### src/hdl/pfm_pkg.sv
`default_nettype none
package pfm_pkg;
  // ==========================================================
  // Register byte offsets
  localparam logic [7:0] REG_CTRL_A  = 8'h00;
  localparam logic [7:0] REG_SPACING = 8'h04;
  localparam logic [7:0] REG_CTRL_B  = 8'h08;
  localparam logic [7:0] REG_PEAK_B  = 8'h0C;
  localparam logic [7:0] REG_STATUS  = 8'h10;
  localparam logic [7:0] REG_COUNT_A = 8'h14;
  localparam logic [7:0] REG_COUNT_C = 8'h18;

  // ==========================================================
  // Field positions
  localparam int CA_ON_LSB    = 0;
  localparam int CA_OFF_LSB   = 4;
  localparam int CA_MODE_LSB  = 8;
  localparam int CA_SWR_BIT   = 11;
  localparam int CA_THR_LSB   = 12;
  localparam int CA_CC_BIT    = 16;
  localparam int CA_SA_BIT    = 17;
  localparam int SP_A_LSB     = 0;
  localparam int SP_C_LSB     = 4;
  localparam int SP_B_LSB     = 8;
  localparam int CB_MODE_LSB  = 0;
  localparam int CB_ACT_LSB   = 8;
  localparam int CB_SLP_LSB   = 16;
  localparam int PB_ACT_LSB   = 0;
  localparam int PB_SLP_LSB   = 8;
  localparam int ST_REG_BIT   = 0;
  localparam int ST_ACHG_BIT  = 1;
  localparam int ST_ADIS_BIT  = 2;
  localparam int ST_BCHG_BIT  = 3;
  localparam int ST_BDIS_BIT  = 4;
  localparam int ST_SLP_BIT   = 5;

  // ==========================================================
  // Reset values and field codes
  localparam logic [31:0] CTRL_A_RST  = 32'h0000_0000;
  localparam logic [31:0] SPACING_RST = 32'h0000_0000;
  localparam logic [31:0] CTRL_B_RST  = 32'h0000_0000;
  localparam logic [31:0] PEAK_B_RST  = 32'h0000_0000;
  localparam logic [2:0]  MODE_A_OFF  = 3'h0;
  localparam logic [2:0]  MODE_A_WBR  = 3'h3;
  localparam logic [1:0]  MODE_B_BUCK = 2'h1;
  localparam logic [1:0]  MODE_B_BREG = 2'h3;

  // ==========================================================
  // Timing
  localparam int CLK_PERIOD_NS = 4;
  localparam int ON_UNIT_NS    = 70;
  localparam int ON_MULT       = 4;
  localparam int OFF_UNIT_NS   = 70;
  localparam int SPACE_UNIT_NS = 300;
  localparam int SPACE_MULT    = 2;
  localparam int PEAK_SLP_MULT = 4;
  localparam int PEAK_SLP_OFS  = 2;
  localparam int TW            = 16;

  typedef enum logic [1:0] {
    PFM_IDLE,
    PFM_CHARGE,
    PFM_DISCHARGE
  } pfm_state_t;
endpackage
`default_nettype wire

### src/hdl/pfm_pulse_if.sv
`default_nettype none
interface pfm_pulse_if;
  // Configuration in cycles, zero means limit off
  logic [pfm_pkg::TW-1:0] on_cap;
  logic [pfm_pkg::TW-1:0] off_cap;
  logic [pfm_pkg::TW-1:0] space;
  // Sense and demand from the power stage
  logic                   req;
  logic                   peak;
  logic                   zero;
  // Pulse engine results
  logic                   start;
  logic                   charge;
  logic                   discharge;

  modport engine (
    input  on_cap, off_cap, space, req, peak, zero,
    output start, charge, discharge
  );
  modport ctrl (
    output on_cap, off_cap, space, req, peak, zero,
    input  start, charge, discharge
  );
endinterface
`default_nettype wire

### src/hdl/pfm_converter_top.sv
// The Wishbone interface to the registers and the address map are this design's own decisions.
`default_nettype none
// Function
// - Nonzero on-cap field ends converter A charge at the cap time.
// - Cap time is 70 ns times (1 + 4 x field).
// - Capped on-time ends charging before peak current is reached.
// - Without off-cap, discharge ends only on zero-current detect.
// - Nonzero off-cap ends discharge after set time regardless.
// - Switched rail follows its control bit.
// - In mode 3, threshold field sets switching to regulator handover.
// - Mode 3 uses A spacing when switching, C spacing as regulator.
// - Pulses count to rail A when switching, rail C as regulator.
// - Regulator C standalone output is off while paralleled.
// - Converter B is buck only, codes 1 and 3.
// - Active state uses B active voltage code.
// - Sleep state switches B to sleep voltage code.
// - B peak steps are code, or 4 x sleep code + 2 asleep.
// - Nonzero B spacing field spaces pulse starts at least 300 ns x (2 x field + 1).
module pfm_converter_top (
  // Clock and reset
  input  wire logic        clk_sys_i,
  input  wire logic        rst_i,
  // Wishbone slave
  input  wire logic        wb_cyc_i,
  input  wire logic        wb_stb_i,
  input  wire logic        wb_we_i,
  input  wire logic [7:0]  wb_adr_i,
  input  wire logic [3:0]  wb_sel_i,
  input  wire logic [31:0] wb_dat_i,
  output logic      [31:0] wb_dat_o,
  output logic             wb_ack_o,
  // Chip control and sensing
  input  wire logic        sleep_state_i,
  input  wire logic [3:0]  vin_code_i,
  // Converter A power stage
  input  wire logic        conv_a_demand_i,
  input  wire logic        conv_a_peak_i,
  input  wire logic        conv_a_zero_i,
  output logic             conv_a_switch_on_o,
  output logic             conv_a_discharge_o,
  output logic             regc_pulse_o,
  output logic             regulator_op_o,
  output logic             regc_standalone_en_o,
  output logic             switched_rail_output_o,
  // Converter B power stage
  input  wire logic        conv_b_demand_i,
  input  wire logic        conv_b_peak_i,
  input  wire logic        conv_b_zero_i,
  output logic             conv_b_switch_on_o,
  output logic             conv_b_discharge_o,
  output logic      [7:0]  conv_b_target_code_o,
  output logic      [6:0]  conv_b_peak_steps_o
);
  logic [31:0] ctrl_a;
  logic [31:0] spacing;
  logic [31:0] ctrl_b;
  logic [31:0] peak_b;
  logic [31:0] count_a;
  logic [31:0] count_c;
  logic [31:0] status;
  logic        wr_stb;
  logic        rd_stb;
  logic [3:0]  on_cap_f;
  logic [3:0]  off_cap_f;
  logic [2:0]  mode_a;
  logic [3:0]  thr_f;
  logic [1:0]  mode_b;
  logic [3:0]  sp_a_f;
  logic [3:0]  sp_c_f;
  logic [3:0]  sp_b_f;
  logic [7:0]  act_v;
  logic [7:0]  slp_v;
  logic [5:0]  act_pk;
  logic [3:0]  slp_pk;
  logic        a_on;
  logic        b_on;
  logic        reg_op;
  logic        cnt_en;

  pfm_pulse_if pa ();
  pfm_pulse_if pb ();

  // ==========================================================
  // Helpers

  // Longest times round down to whole cycles
  // product form
  function automatic logic [pfm_pkg::TW-1:0] on_cycles(
    input logic [3:0] f);
    int ns;
    ns = pfm_pkg::ON_UNIT_NS * (1 + pfm_pkg::ON_MULT * int'(f));
    on_cycles = (f == '0) ? '0 : pfm_pkg::TW'(ns / pfm_pkg::CLK_PERIOD_NS);
  endfunction

  function automatic logic [pfm_pkg::TW-1:0] off_cycles(
    input logic [3:0] f);
    int ns;
    ns = pfm_pkg::OFF_UNIT_NS * int'(f);
    off_cycles = pfm_pkg::TW'(ns / pfm_pkg::CLK_PERIOD_NS);
  endfunction

  // Least times round up to whole cycles
  function automatic logic [pfm_pkg::TW-1:0] space_cycles(
    input logic [3:0] f);
    int ns;
    ns = pfm_pkg::SPACE_UNIT_NS * (pfm_pkg::SPACE_MULT * int'(f) + 1);
    space_cycles = (f == '0) ? '0 : pfm_pkg::TW'(
      (ns + pfm_pkg::CLK_PERIOD_NS - 1) / pfm_pkg::CLK_PERIOD_NS);
  endfunction

  function automatic logic [31:0] merge(input logic [31:0] old_v,
                                         input logic [31:0] new_v,
                                         input logic [3:0]  sel);
    for (int i = 0; i < 4; i++) begin
      merge[8*i +: 8] = sel[i] ? new_v[8*i +: 8] : old_v[8*i +: 8];
    end
  endfunction

  // ==========================================================
  // Field extraction
  assign on_cap_f  = ctrl_a[pfm_pkg::CA_ON_LSB +: 4];
  assign off_cap_f = ctrl_a[pfm_pkg::CA_OFF_LSB +: 4];
  assign mode_a    = ctrl_a[pfm_pkg::CA_MODE_LSB +: 3];
  assign thr_f     = ctrl_a[pfm_pkg::CA_THR_LSB +: 4];
  assign cnt_en    = ctrl_a[pfm_pkg::CA_CC_BIT];
  assign sp_a_f    = spacing[pfm_pkg::SP_A_LSB +: 4];
  assign sp_c_f    = spacing[pfm_pkg::SP_C_LSB +: 4];
  assign sp_b_f    = spacing[pfm_pkg::SP_B_LSB +: 4];
  assign mode_b    = ctrl_b[pfm_pkg::CB_MODE_LSB +: 2];
  assign act_v     = ctrl_b[pfm_pkg::CB_ACT_LSB +: 8];
  assign slp_v     = ctrl_b[pfm_pkg::CB_SLP_LSB +: 8];
  assign act_pk    = peak_b[pfm_pkg::PB_ACT_LSB +: 6];
  assign slp_pk    = peak_b[pfm_pkg::PB_SLP_LSB +: 4];

  // ==========================================================
  // Wishbone slave, one wait state, every address acknowledged
  assign wr_stb = wb_cyc_i && wb_stb_i && !wb_ack_o && wb_we_i;
  assign rd_stb = wb_cyc_i && wb_stb_i && !wb_ack_o && !wb_we_i;

  always_ff @(posedge clk_sys_i) begin
    if (rst_i) wb_ack_o <= 1'b0;
    else       wb_ack_o <= wb_cyc_i && wb_stb_i && !wb_ack_o;
  end

  // Configuration registers
  always_ff @(posedge clk_sys_i) begin
    if (rst_i) begin
      ctrl_a  <= pfm_pkg::CTRL_A_RST;
      spacing <= pfm_pkg::SPACING_RST;
      ctrl_b  <= pfm_pkg::CTRL_B_RST;
      peak_b  <= pfm_pkg::PEAK_B_RST;
    end else if (wr_stb) begin
      case (wb_adr_i)
        pfm_pkg::REG_CTRL_A:  ctrl_a  <= merge(ctrl_a, wb_dat_i, wb_sel_i);
        pfm_pkg::REG_SPACING: spacing <= merge(spacing, wb_dat_i,
                                               wb_sel_i);
        pfm_pkg::REG_CTRL_B:  ctrl_b  <= merge(ctrl_b, wb_dat_i, wb_sel_i);
        pfm_pkg::REG_PEAK_B:  peak_b  <= merge(peak_b, wb_dat_i, wb_sel_i);
        default: ;
      endcase
    end
  end

  // Read data; unmapped addresses read zero
  always_ff @(posedge clk_sys_i) begin
    if (rst_i) begin
      wb_dat_o <= '0;
    end else if (rd_stb) begin
      case (wb_adr_i)
        pfm_pkg::REG_CTRL_A:  wb_dat_o <= ctrl_a;
        pfm_pkg::REG_SPACING: wb_dat_o <= spacing;
        pfm_pkg::REG_CTRL_B:  wb_dat_o <= ctrl_b;
        pfm_pkg::REG_PEAK_B:  wb_dat_o <= peak_b;
        pfm_pkg::REG_STATUS:  wb_dat_o <= status;
        pfm_pkg::REG_COUNT_A: wb_dat_o <= count_a;
        pfm_pkg::REG_COUNT_C: wb_dat_o <= count_c;
        default:              wb_dat_o <= '0;
      endcase
    end
  end

  always_comb begin
    status = '0;
    status[pfm_pkg::ST_REG_BIT]  = reg_op;
    status[pfm_pkg::ST_ACHG_BIT] = pa.charge;
    status[pfm_pkg::ST_ADIS_BIT] = pa.discharge;
    status[pfm_pkg::ST_BCHG_BIT] = pb.charge;
    status[pfm_pkg::ST_BDIS_BIT] = pb.discharge;
    status[pfm_pkg::ST_SLP_BIT]  = sleep_state_i;
  end

  // ==========================================================
  // Converter A and regulator C
  assign a_on = (mode_a != pfm_pkg::MODE_A_OFF);

  // Handover at or below threshold input level
  // threshold handover
  always_ff @(posedge clk_sys_i) begin
    if (rst_i) reg_op <= 1'b0;
    else       reg_op <= (mode_a == pfm_pkg::MODE_A_WBR) &&
                         (vin_code_i <= thr_f);
  end

  // Regulator pulses finish at once: no inductor phases
  always_comb begin
    pa.req     = a_on && conv_a_demand_i;
    pa.peak    = reg_op || conv_a_peak_i;
    pa.zero    = reg_op || conv_a_zero_i;
    pa.on_cap  = reg_op ? '0 : on_cycles(on_cap_f);
    pa.off_cap = reg_op ? '0 : off_cycles(off_cap_f);
    pa.space   = reg_op ? space_cycles(sp_c_f) : space_cycles(sp_a_f);
  end

  pfm_pulse_engine u_eng_a (
    .clk_sys_i (clk_sys_i),
    .rst_i     (rst_i),
    .pif       (pa.engine)
  );

  assign conv_a_switch_on_o = pa.charge && !reg_op;
  assign conv_a_discharge_o = pa.discharge && !reg_op;
  assign regc_pulse_o       = pa.start && reg_op;
  assign regulator_op_o     = reg_op;

  always_ff @(posedge clk_sys_i) begin
    if (rst_i) regc_standalone_en_o <= 1'b0;
    else       regc_standalone_en_o <= ctrl_a[pfm_pkg::CA_SA_BIT] &&
                                       (mode_a != pfm_pkg::MODE_A_WBR);
  end

  always_ff @(posedge clk_sys_i) begin
    if (rst_i) switched_rail_output_o <= 1'b0;
    else       switched_rail_output_o <= ctrl_a[pfm_pkg::CA_SWR_BIT];
  end

  // Pulse counters; a pulse in the cycle of a clear still counts
  // count steering
  always_ff @(posedge clk_sys_i) begin
    if (rst_i) begin
      count_a <= '0;
    end else if (wr_stb && wb_adr_i == pfm_pkg::REG_COUNT_A) begin
      count_a <= {31'h0000_0000, cnt_en && pa.start && !reg_op};
    end else if (cnt_en && pa.start && !reg_op) begin
      count_a <= count_a + 32'h0000_0001;
    end
  end

  always_ff @(posedge clk_sys_i) begin
    if (rst_i) begin
      count_c <= '0;
    end else if (wr_stb && wb_adr_i == pfm_pkg::REG_COUNT_C) begin
      count_c <= {31'h0000_0000, cnt_en && pa.start && reg_op};
    end else if (cnt_en && pa.start && reg_op) begin
      count_c <= count_c + 32'h0000_0001;
    end
  end

  // ==========================================================
  // Converter B, buck only; other mode codes keep it still
  // buck codes
  assign b_on = (mode_b == pfm_pkg::MODE_B_BUCK) ||
                (mode_b == pfm_pkg::MODE_B_BREG);

  always_comb begin
    pb.req     = b_on && conv_b_demand_i;
    pb.peak    = conv_b_peak_i;
    pb.zero    = conv_b_zero_i;
    pb.on_cap  = '0;
    pb.off_cap = '0;
    pb.space   = space_cycles(sp_b_f);
  end

  pfm_pulse_engine u_eng_b (
    .clk_sys_i (clk_sys_i),
    .rst_i     (rst_i),
    .pif       (pb.engine)
  );

  assign conv_b_switch_on_o = pb.charge;
  assign conv_b_discharge_o = pb.discharge;

  // Target and peak codes follow the energy state
  // state select
  always_ff @(posedge clk_sys_i) begin
    if (rst_i) begin
      conv_b_target_code_o <= '0;
      conv_b_peak_steps_o  <= '0;
    end else if (sleep_state_i) begin
      conv_b_target_code_o <= slp_v;
      conv_b_peak_steps_o  <= 7'(pfm_pkg::PEAK_SLP_MULT * int'(slp_pk) +
                                 pfm_pkg::PEAK_SLP_OFS);
    end else begin
      conv_b_target_code_o <= act_v;
      conv_b_peak_steps_o  <= {1'b0, act_pk};
    end
  end
endmodule
`default_nettype wire

### src/hdl/pfm_pulse_engine.sv
`default_nettype none
module pfm_pulse_engine (
  // Clock and reset
  input  wire logic  clk_sys_i,
  input  wire logic  rst_i,
  // Pulse channel
  pfm_pulse_if.engine pif
);
  pfm_pkg::pfm_state_t    state;
  pfm_pkg::pfm_state_t    next_state;
  logic [pfm_pkg::TW-1:0] tmr;
  logic [pfm_pkg::TW-1:0] gap;
  logic                   chg_end;
  logic                   dis_end;

  function automatic logic [pfm_pkg::TW-1:0] load_of(
    input logic [pfm_pkg::TW-1:0] c);
    load_of = (c == '0) ? '0 : c - 1'b1;
  endfunction

  // ==========================================================
  // Phase ends
  // cap or peak, whichever comes first
  assign chg_end = pif.peak || (pif.on_cap != '0 && tmr == '0);
  assign dis_end = pif.zero || (pif.off_cap != '0 && tmr == '0);
  assign pif.start     = (state == pfm_pkg::PFM_IDLE) && pif.req &&
                         (gap == '0);
  assign pif.charge    = (state == pfm_pkg::PFM_CHARGE);
  assign pif.discharge = (state == pfm_pkg::PFM_DISCHARGE);

  // Phase sequencing
  always_comb begin
    next_state = state;
    case (state)
      pfm_pkg::PFM_IDLE:
        if (pif.start) next_state = pfm_pkg::PFM_CHARGE;
      pfm_pkg::PFM_CHARGE:
        if (chg_end) next_state = pfm_pkg::PFM_DISCHARGE;
      pfm_pkg::PFM_DISCHARGE:
        if (dis_end) next_state = pfm_pkg::PFM_IDLE;
      default: next_state = pfm_pkg::PFM_IDLE;
    endcase
  end

  always_ff @(posedge clk_sys_i) begin
    if (rst_i) state <= pfm_pkg::PFM_IDLE;
    else       state <= next_state;
  end

  // Phase timer; stays at zero while its cap is off
  // idle when disabled
  always_ff @(posedge clk_sys_i) begin
    if (rst_i) begin
      tmr <= '0;
    end else if (pif.start) begin
      tmr <= load_of(pif.on_cap);
    end else if (pif.charge && chg_end) begin
      tmr <= load_of(pif.off_cap);
    end else if (tmr != '0) begin
      tmr <= tmr - 1'b1;
    end
  end

  // Start-to-start spacing counter
  // minimum spacing
  always_ff @(posedge clk_sys_i) begin
    if (rst_i) begin
      gap <= '0;
    end else if (pif.start) begin
      gap <= load_of(pif.space);
    end else if (gap != '0) begin
      gap <= gap - 1'b1;
    end
  end
endmodule
`default_nettype wire

### config.mk
export PLATFORM = sky130hd
export DESIGN_NAME = pfm_converter_top
export DESIGN_NICKNAME = d
export VERILOG_FILES = /design/src/hdl/pfm_pkg.sv /design/src/hdl/pfm_pulse_if.sv /design/src/hdl/pfm_converter_top.sv /design/src/hdl/pfm_pulse_engine.sv
export SDC_FILE = /design/constraint.sdc
export NUM_CORES = 1
export LEC_CHECK = 0
export BUFFER_PORTS_ARGS = -buffer_cell sky130_fd_sc_hd__buf_2
export CORE_MARGIN = 1.5
export CORE_UTILIZATION = 55
export DETAILED_ROUTE_END_ITERATION = 16
export PLACE_DENSITY = 0.84
export SYNTH_ARGS = -nofsm -noshare
export SYNTH_HDL_FRONTEND = slang
export SYNTH_SLANG_ARGS = --single-unit
export TNS_END_PERCENT = 5
### constraint.sdc
create_clock -name clk_sys_i -period 6.75 [get_ports clk_sys_i]
set_input_delay 0.675 -clock clk_sys_i [delete_from_list [all_inputs] [get_ports clk_sys_i]]
set_output_delay 0.675 -clock clk_sys_i [all_outputs]
set_load 0.02 [all_outputs]
# == After elaboration in Yosys (flattened, before gate mapping) ==
# Index checks and enable logic that the tools add are counted.
# word_totals
input_bits,60
reg_bits,295
output_inout_bits,56
# classes
order_cmp,1
muxes,33
n_eq_ne,20
n_mul,5
reduce_logical,80
n_addsub,25
bitwise_logic,6
# ops
op,count
2-to-1 mux 16 bit,18
case mux 32 bit (7 select lines),1
zero test 16 bit,7
subtractor 16 x 1 -> 16 bit (second input constant),7
adder 16 x 1 -> 16 bit,5
nonzero test 16 bit,5
adder 32 x 1 -> 32 bit (second input constant),2
AND reduction 3 bit,18
subtractor 16 x 1 -> 17 bit (second input constant),3
adder 15 x 3 -> 16 bit (second input constant),3
multiplier 7 x 6 -> 13 bit (first input constant),3
== test 8 x 5 -> 1 bit (second input constant),3
logical AND 1 bit,23
adder 5 x 1 -> 6 bit (second input constant),3
== test 8 x 4 -> 1 bit (second input constant),2
zero test 4 bit,4
multiplier 6 x 7 -> 13 bit (first input constant),1
2-to-1 mux 2 bit,6
case mux 2 bit (3 select lines),2
OR reduction 2 bit,6
multiplier 6 x 4 -> 10 bit (first input constant),1
== test 8 x 3 -> 1 bit (second input constant),1
zero test 8 bit,1
2-to-1 mux 8 bit,1
19 further kinds,44

# == Longest topological paths before layout ==
# Gate-level depths: netlist of run 1.
# depth
word_depth,12
ltp_mapped,16
depth_no_buf,14

# == Modules after synthesis ==
# A second synthesis of run 1 with hierarchy kept.
# hier_totals
hier_cells,2386
hier_area_um2,19389.8
# modules_own_cells
module,seq_area_each_um2,area_per_inst_um2,n_inst,cells_each
pfm_converter_top,4844.6,13316.5,1,1603
pfm_pulse_engine at u_eng_a,680.7,3052.9,1,394
pfm_pulse_engine at u_eng_b,680.7,3020.4,1,389

# == Worst setup path after synthesis of run 1 ==
# Ideal clock, no wire load.
# synth_timing
path_type,reg2reg
from,register spacing[6]
to,register u_eng_a.gap[13] in the netlist's numbering
t_required_ps,6630
stages_incl_launch_ff,15
setup_ps,120
setup_slack_ps,2496
path_buffers,0
arrival_ps,4134
synth_period_minus_slack_ps,4254
path_cell_list,dfxtp_1 -> inv_1 -> ha_1 -> ha_1 -> fa_1 -> inv_1 -> fa_1 -> nor2b_1 -> o221ai_2 -> mux2i_1 -> or4_1 -> or4_4 -> nor3_4 -> nand3b_4 -> o21ai_1
# synth_between
elab_chain_cells,11
word_cells_on_any_way,13
cone_classes,add/sub (5); mul (1); mux (4); bitwise (1); reduce/logical (2)
# synth_lines
item,line,rtl
start: declaration,pfm_converter_top.sv:55,logic [31:0] spacing;
start signal: assignment,pfm_converter_top.sv:149,spacing <= pfm_pkg::SPACING_RST;
start signal: assignment,pfm_converter_top.sv:155,"pfm_pkg::REG_SPACING: spacing <= merge(spacing, wb_dat_i,"
adder 5 x 1 -> 6 bit,pfm_converter_top.sv:106,ns = pfm_pkg::SPACE_UNIT_NS * (pfm_pkg::SPACE_MULT * int'(f) + 1);
multiplier 7 x 6 -> 13 bit,pfm_converter_top.sv:106,
adder 15 x 3 -> 16 bit,pfm_converter_top.sv:108,(ns + pfm_pkg::CLK_PERIOD_NS - 1) / pfm_pkg::CLK_PERIOD_NS);
subtractor 16 x 1 -> 17 bit,pfm_converter_top.sv:108,
AND 1 bit (no source line),--,
adder 16 x 1 -> 16 bit (no source line),--,
2-to-1 mux 16 bit *,pfm_converter_top.sv:107,space_cycles = (f == '0) ? '0 : pfm_pkg::TW'(
2-to-1 mux 16 bit *,pfm_converter_top.sv:211,pa.space = reg_op ? space_cycles(sp_c_f) : space_cycles(sp_a_f);
subtractor 16 x 1 -> 16 bit or zero test 16 bit (tied branches),pfm_pulse_engine.sv:18,load_of = (c == '0) ? '0 : c - 1'b1;
2-to-1 mux 16 bit *,pfm_pulse_engine.sv:18,
2-to-1 mux 16 bit *,pfm_pulse_engine.sv:69,end else if (pif.start) begin
end signal: assignment,pfm_pulse_engine.sv:70,gap <= load_of(pif.space);
end signal: assignment,pfm_pulse_engine.sv:72,gap <= gap - 1'b1;
end: declaration,pfm_pulse_engine.sv:12,logic [pfm_pkg::TW-1:0] gap;
# Every way passes the cells marked *; elsewhere a longest branch is shown, timed or not.
# A chain may end at the register's enable or synchronous reset.

# == Worst setup path after layout of run 1 ==
# layout_timing
from,register spacing[6]
to,register u_eng_a.gap[10] in the netlist's numbering
# Same word-level chain as after synthesis.

==> impl_metrics.ini, run 1 <==
[final_layout]
fin_nets = 2107
layout_common_cells = nor2_1 (309), dfxtp_1 (294), mux2i_1 (151)
final_layout_size_suffix_gt1_frac = 0.136
final_common_cell = nor2_1
nFillCells = 2402
area_growth_syn_to_layout_pct = 11.6
fin_area_um2 = 18500

[critical_path]
crit_path_start_kind = register
rrSetupSlack_ps = 2040
critical_path.cell_chain = inv_1, ha_1, ha_1, fa_1, inv_1, fa_1, nor2b_1, o221ai_2, mux2i_1, or4_1, or4_4, nor3_4, nand3b_4, o2bb2ai_1
cpPeakStageDelay_ps = 600
required_ps = 7200
worst_setup_path_end_kind = register
critPathArrivalTime_ps = 5160
critPathKind = register to register
critPathMaxFanout = 8
cpMaxStageDelayCell = or4_4

[floorplan]
rows = 63
io_pins = 116
dieHeight_um = 177
die_area_um2 = 31200
core_um2 = 29600
die_x_um = 177
initial_core_util = 0.559

[worst_hold_path]
hp-class = input pin to register

[clock_tree]
insertion_delay_ps = 580
cts_setup_buffers = 0
h-tree-depth = 1
cts.sinks = 294
cts_resized = 0
cts_tree = built
cts_buffer_depth = 3
holdBufCountCts = 0
cts_buffers = 30
clock-root-buffer = clkbuf_16
path_clk_slew_ps = 70

[placement]
port_buffers = 114
dp_hpwl_mm = 32.1
gp_congestion = 0.928
placed_area_um2 = 17400

[synth]
synth-seq-cells = 294
synth_mux_area_frac = 0.134
synth_fa_ha_area_frac = 0.0845
syn_nets = 2035
yosysWarnings = 0
synthCells = 1868
ys_types = 85
yosys.area_share.xor_xnor = 0.0619
yosys_most_used_dff = dfxtp_1
synth-simple-area-share = 0.216
synth_top_family_by_area = simple AND/OR/NAND/NOR gates
netlist_area_um2 = 16600
synth_compound_area_frac = 0.112
async_flop_share = 0
netlist.area_leader.share = 0.355
synth_area_leader_cell = dfxtp_1
ys_seq_area_frac = 0.355
synth_edf_count = 0
synth_top_cells_by_area = dfxtp_1 (36%), mux2i_1 (9.1%), ha_1 (7.5%)
syn-mean-instance-area_um2 = 8.87

[routing]
wl_mm = 44.7
drtIter0Drc = 1337
drt_first_pass_iters = 6
drcViolationCount = 0
wl_met2_mm = 21.2
vias = 14291
top_layer_used = met5
ant_nets = 0
m1WireLength_mm = 19.0
wl_met3_mm = 3.29
routed_via_density = 6.07
wl_per_cell_um = 19.0

[power_and_ir_drop]
p_switching_mw = 1.34
p_int_mw = 3.31
power_density_nw_per_um2 = 251
max-vdd-ir-drop_mv = 0.179
seq_power_share = 0.421
swShare = 0.288
combPwrFrac = 0.191
clkPwrFrac = 0.388
leakage_nw = 7.91

[timing]
finalHoldViolations = 0
finClkSkew_ps = 26.2
max_freq_mhz = 212
slew_viol_final = 0
setup_tns_ps = 0
slew_headroom = 0.189
final.period_utilization = 0.698
worst_pin_slew_ps = 1220
rsz0062_at_grt = false
setup_violations = 0
period_minus_slack_ps = 4710

[grt]
grt_pass1_wl_mm = 70.9
grt_pass1_vias = 13649
grt_overflow = 0
grtUsageTotal = 0.282
grt_max_degree = 86
antenna_found_initial = 4

[outcome]
outcome = completed

[job]
cap_violations = 0
## through the flow
stage / util / hold WS [ps] / total power [mW] / instances / worst slack, ps
floorplan: - / 449 / 2.68 / 1868 / 2500
global placement: 0.587 / 457 / 2.83 / 2298 / 2260
detailed placement: 0.587 / 481 / 2.86 / 2298 / 2070
CTS: 0.623 / 368 / 4.64 / 2353 / 2070
global route: 0.624 / 396 / 4.84 / 2355 / 1870
finish: 0.624 / 374 / 4.64 / 2355 / 2040
## final timing paths
path / startpoint / to / depth (start not counted)
max: spacing[6]$_SDFFE_PP0P_ / u_eng_a.gap[10]$_SDFFE_PP0P_ / 14
min: wb_stb_i / wb_ack_o$_SDFF_PP0_ / 3
max reg2reg: spacing[6]$_SDFFE_PP0P_ / u_eng_a.gap[10]$_SDFFE_PP0P_ / 14
min reg2reg: ctrl_a[11]$_SDFFE_PP0P_ / switched_rail_output_o$_SDFF_PP0_ / 1
## layout make-up
type / count / area, µm² / area share
multi-input combinational: 1417 / 10100 / 0.546
sequential: 294 / 5890 / 0.318
clock buffer: 43 / 900 / 0.0487
timing repair buffer: 125 / 659 / 0.0357
tap: 390 / 488 / 0.0264
inverter: 72 / 270 / 0.0146
clock inverter: 12 / 188 / 0.0102
antenna: 2 / 5.00 / 0.000271
## worst max-delay path, delay by kind of cell (launching register included)
family          cells  cell delay [ps]
flops               1              490
mux                 1              140
fa+ha+maj           4             1610
simple gates        5             1900
buf+inv             2              220
compound gates      2              230
## synthesized netlist by cell type, types with 15 or more instances
| library cell | number |
|---|---|
| nor2_1 | 309 |
| dfxtp_1 | 294 |
| mux2i_1 | 151 |
| nand2_1 | 148 |
| ha_1 | 99 |
| inv_1 | 70 |
| a22oi_1 | 67 |
| clkbuf_1 | 65 |
| xor2_1 | 65 |
| a21oi_1 | 56 |
| xnor2_1 | 52 |
| nand3_1 | 50 |
| o21ai_0 | 39 |
| nor3_1 | 38 |
| mux4_2 | 28 |
| or3_1 | 27 |
| and3_1 | 23 |
| a211oi_1 | 17 |
| nand4_1 | 17 |
| nand2b_1 | 16 |
| nor2b_1 | 15 |
## state kept, by name (all words and copies together) (netlist names), 2 cells and up
name / cells
count_a: 32
count_c: 32
ctrl_a: 32
ctrl_b: 32
peak_b: 32
spacing: 32
wb_dat_o: 32
u_eng_a.gap: 16
u_eng_a.tmr: 16
u_eng_b.gap: 16
conv_b_target_code_o: 8
conv_b_peak_steps_o: 6
u_eng_a.state: 2
u_eng_b.state: 2
## per-layer routing
| layer | GRT usage | vias up |
|---|---|---|
| li1 | - | 6723 |
| met1 | 0.383 | 6915 |
| met2 | 0.468 | 550 |
| met3 | 0.0357 | 99 |
| met4 | 0.0847 | 4 |
| met5 | 0 | - |
## cells by family (layout without fill, tap and decap cells)
kind of cell	count (synthesis)	after routing
and+or+nand+nor	735	735
DFF	294	294
AOI/OAI and AO/OA	271	271
muxes	186	186
buffers and inverters	157	252
xor gates and xnor gates	117	117
adders and majority gates	107	107
other	1	3
## power groups by stage
stage                     Sequential, mW  Clock (mW)  Combinational (mW)
after floorplan                     1.97           0               0.711
after global placement              1.98           0               0.846
after detailed placement            1.99           0               0.869
after CTS                           1.95        1.81               0.881
after global routing                1.97        1.87               0.991
final                               1.96        1.80               0.887
Power figures use the tool's default switching activity.
==> run 2: changes to the inputs <==
--- a/config.mk
+++ b/config.mk
@@ -5,11 +5,12 @@
 export SDC_FILE = /design/constraint.sdc
 export NUM_CORES = 1
 export LEC_CHECK = 0
+export ABC_AREA = 1
 export BUFFER_PORTS_ARGS = -buffer_cell sky130_fd_sc_hd__buf_2
 export CORE_MARGIN = 1.5
 export CORE_UTILIZATION = 55
 export DETAILED_ROUTE_END_ITERATION = 16
-export PLACE_DENSITY = 0.84
+export PLACE_DENSITY = 0.86
 export SYNTH_ARGS = -nofsm -noshare
 export SYNTH_HDL_FRONTEND = slang
 export SYNTH_SLANG_ARGS = --single-unit
==> constraint.sdc (replaced) <==
create_clock -name clk_sys_i -period 4.3 [get_ports clk_sys_i]
set_input_delay 0.43 -clock clk_sys_i [delete_from_list [all_inputs] [get_ports clk_sys_i]]
set_output_delay 0.43 -clock clk_sys_i [all_outputs]
set_load 0.02 [all_outputs]
==> run 2 against run 1 <==
Via count grew 24%. Sequential share of layout area shrank 1.4 points. Clock skew grew 1.1 ps. Maximum frequency grew 23%. Register-to-register slack lost 1600 ps. Area after synthesis grew 5.7%. Final cell count grew 28%. Count of clock-buffer cells in the layout shrank 1. Cell area grew 4.7%. Combinational power grew 76%. Sequential power grew 55%. First-iteration DRC count grew 23%.
==> impl_metrics.ini, run 2 <==
[routing]
ant_nets = 0
drcViolationCount = 0
wl_per_cell_um = 17.7
drt_first_pass_iters = 6
wl_mm = 53.5
vias = 17715
routed_via_density = 5.86
drtIter0Drc = 1650

[final_layout]
seq_area_um2 = 5890
layout_common_cells = nand2_1 (575), dfxtp_1 (294), inv_1 (280)
fin_area_um2 = 19400
area_growth_syn_to_layout_pct = 10.6
num_antenna_cells = 0
final_common_cell = nand2_1
nFillCells = 2807
multi_input_area_um2 = 10100
fin_nets = 2763
final_layout_size_suffix_gt1_frac = 0.0981

[timing]
setup_violations = 0
slew_viol_final = 0
finalHoldViolations = 0
final.period_utilization = 0.892
max_freq_mhz = 261
finClkSkew_ps = 27.3
worst_pin_slew_ps = 1240
rsz0062_at_grt = false
slew_headroom = 0.170
period_minus_slack_ps = 3830
setup_tns_ps = 0

[clock_tree]
cts_buffer_depth = 3
clock-root-buffer = clkbuf_16
holdBufCountCts = 0
cts.sinks = 294
cts_tree = built
insertion_delay_ps = 590
cts_buffers = 31
cts_resized = 0
path_clk_slew_ps = 60
cts_setup_buffers = 0
h-tree-depth = 1

[floorplan]
io_pins = 116
initial_core_util = 0.556
dieHeight_um = 181
die_x_um = 181
core_um2 = 31500
rows = 65
die_area_um2 = 32900

[grt]
grt_max_degree = 76
grt_overflow = 0
grt_pass1_vias = 16690
grt_pass1_wl_mm = 85.4
grtUsageTotal = 0.319
antenna_found_initial = 0

[synth]
netlist.area_leader.share = 0.336
ys_types = 57
yosys.area_share.xor_xnor = 0.0435
syn-mean-instance-area_um2 = 6.94
yosysWarnings = 0
synth_top_cells_by_area = dfxtp_1 (34%), nand2_1 (12%), a21oi_1 (7.8%)
yosys_most_used_dff = dfxtp_1
async_flop_share = 0
synth_fa_ha_area_frac = 0.0799
syn_nets = 2687
synth-seq-cells = 294
synth_mux_area_frac = 0
synth.most_common_cell = nand2_1
ys_top_cells_by_count = nand2_1 (575), dfxtp_1 (294), inv_1 (281)
synth-simple-area-share = 0.287
netlist_area_um2 = 17500
synth_compound_area_frac = 0.166
synth_area_leader_cell = dfxtp_1
synth_edf_count = 0
synthCells = 2520
synth_top_family_by_area = simple AND/OR/NAND/NOR gates
ys_seq_area_frac = 0.336

[power_and_ir_drop]
combPwrFrac = 0.209
seq_power_share = 0.407
p_switching_mw = 2.28
leakage_nw = 8.35
swShare = 0.306
clkPwrFrac = 0.384
p_int_mw = 5.19
totalPowerFinal_mw = 7.47
power_density_nw_per_um2 = 386
max-vdd-ir-drop_mv = 0.285

[placement]
placed_area_um2 = 18300
gp_congestion = 0.964
port_buffers = 114
dp_hpwl_mm = 39.6

[worst_hold_path]
whs_path_depth = 3
hold_end = spacing[13]$_SDFFE_PP0P_
min_from = wb_dat_i[13]
hp-class = input pin to register

[outcome]
outcome = completed

[critical_path]
critPathArrivalTime_ps = 4270
cpPeakStageDelay_ps = 560
r2r_end = u_eng_a.gap[10]$_SDFFE_PP0P_
cpMaxStageDelayCell = fa_1
reg2reg_from = spacing[2]$_SDFFE_PP0P_
required_ps = 4740
critPathKind = register to register
crit_path_start_kind = register
rrSetupSlack_ps = 470
critPathMaxFanout = 13
critical_path.cell_chain = inv_1, ha_1, ha_1, fa_1, inv_1, fa_1, inv_1, nand3_1, nand2_1, nand2_1, nand3_1, nand2_1, nor2_1, nand2_1, nor2_1, nand3_2, nand2_1, nor2_1, nor2_1, nor2_1
worst_setup_path_end_kind = register
r2r_cells = 20

[job]
cap_violations = 0
-- run 2: cell count changes after synthesis, sizes merged, moves of 27 or more --
cell   delta
xnor2    -30
nand4    +36
o21ai   +114
nand3    +83
nand2   +439
mux4     -28
inv     +221
or3      -27
a22oi    -67
nor2     -68
mux2i   -151
a21oi   +219
-- run 2: power by group through the flow --
stage | Combinational [mW] | Clock [mW] | Sequential [mW]
floorplan | 1.23 | 0 | 3.07
global placement | 1.47 | 0 | 3.09
detailed placement | 1.52 | 0 | 3.10
CTS | 1.54 | 2.87 | 3.04
global route | 1.76 | 3.00 | 3.06
finish | 1.56 | 2.87 | 3.04
-- run 2: cells by family (layout without fill, tap and decap cells) --
| group | Yosys count | count (layout) |
|---|---|---|
| compound gates | 530 | 530 |
| other cells | 1 | 1 |
| xor+xnor | 87 | 87 |
| fa+ha+maj | 107 | 107 |
| flops | 294 | 294 |
| simple gates | 1120 | 1120 |
| buf+inv | 381 | 481 |
-- run 2: layer usage --
layer | vias to the layer above | track usage | part of all wire
met5 | - | 0 | 0
met4 | 0 | 0.163 | 0.052
met3 | 170 | 0.0367 | 0.080
met2 | 879 | 0.539 | 0.46
met1 | 8151 | 0.404 | 0.40
li1 | 8515 | - | -
-- run 2: area by class of cell --
type,count,share of cell area
Timing Repair Buffer,128,0.0349
Tap cell,402,0.0260
Clock buffer,42,0.0443
Inverter,296,0.0575
Multi-Input combinational cell,1845,0.522
Clock inverter,15,0.0116
Sequential cell,294,0.304
-- run 2: worst max-delay path, delay by kind of cell, from the launching register on --
family                   cells  cell delay (ps)
adder cells (fa/ha/maj)      4             1660
AND/OR/NAND/NOR             13             1290
flip-flops                   1              420
buffers and inverters        3              320
-- run 2: metrics by stage --
stage / setup slack, ps / hold slack, ps / util / std cells
global placement: 654 / 444 / 0.581 / 2965
global route: 160 / 148 / 0.615 / 3022
finish: 466 / 134 / 0.615 / 3022
floorplan: 1020 / 425 / - / 2520
detailed placement: 566 / 444 / 0.581 / 2965
CTS: 488 / 128 / 0.615 / 3022
-- run 2: how the worst max path moves through the flow --
stage	from	endpoint
final	spacing[2]$_SDFFE_PP0P_	u_eng_a.gap[10]$_SDFFE_PP0P_
after global routing	spacing[2]$_SDFFE_PP0P_	u_eng_a.gap[10]$_SDFFE_PP0P_
after CTS	spacing[2]$_SDFFE_PP0P_	u_eng_a.gap[10]$_SDFFE_PP0P_
after detailed placement	spacing[2]$_SDFFE_PP0P_	u_eng_a.gap[0]$_SDFFE_PP0P_
after global placement	spacing[2]$_SDFFE_PP0P_	u_eng_a.gap[10]$_SDFFE_PP0P_
after floorplan	spacing[6]$_SDFFE_PP0P_	u_eng_a.gap[11]$_SDFFE_PP0P_
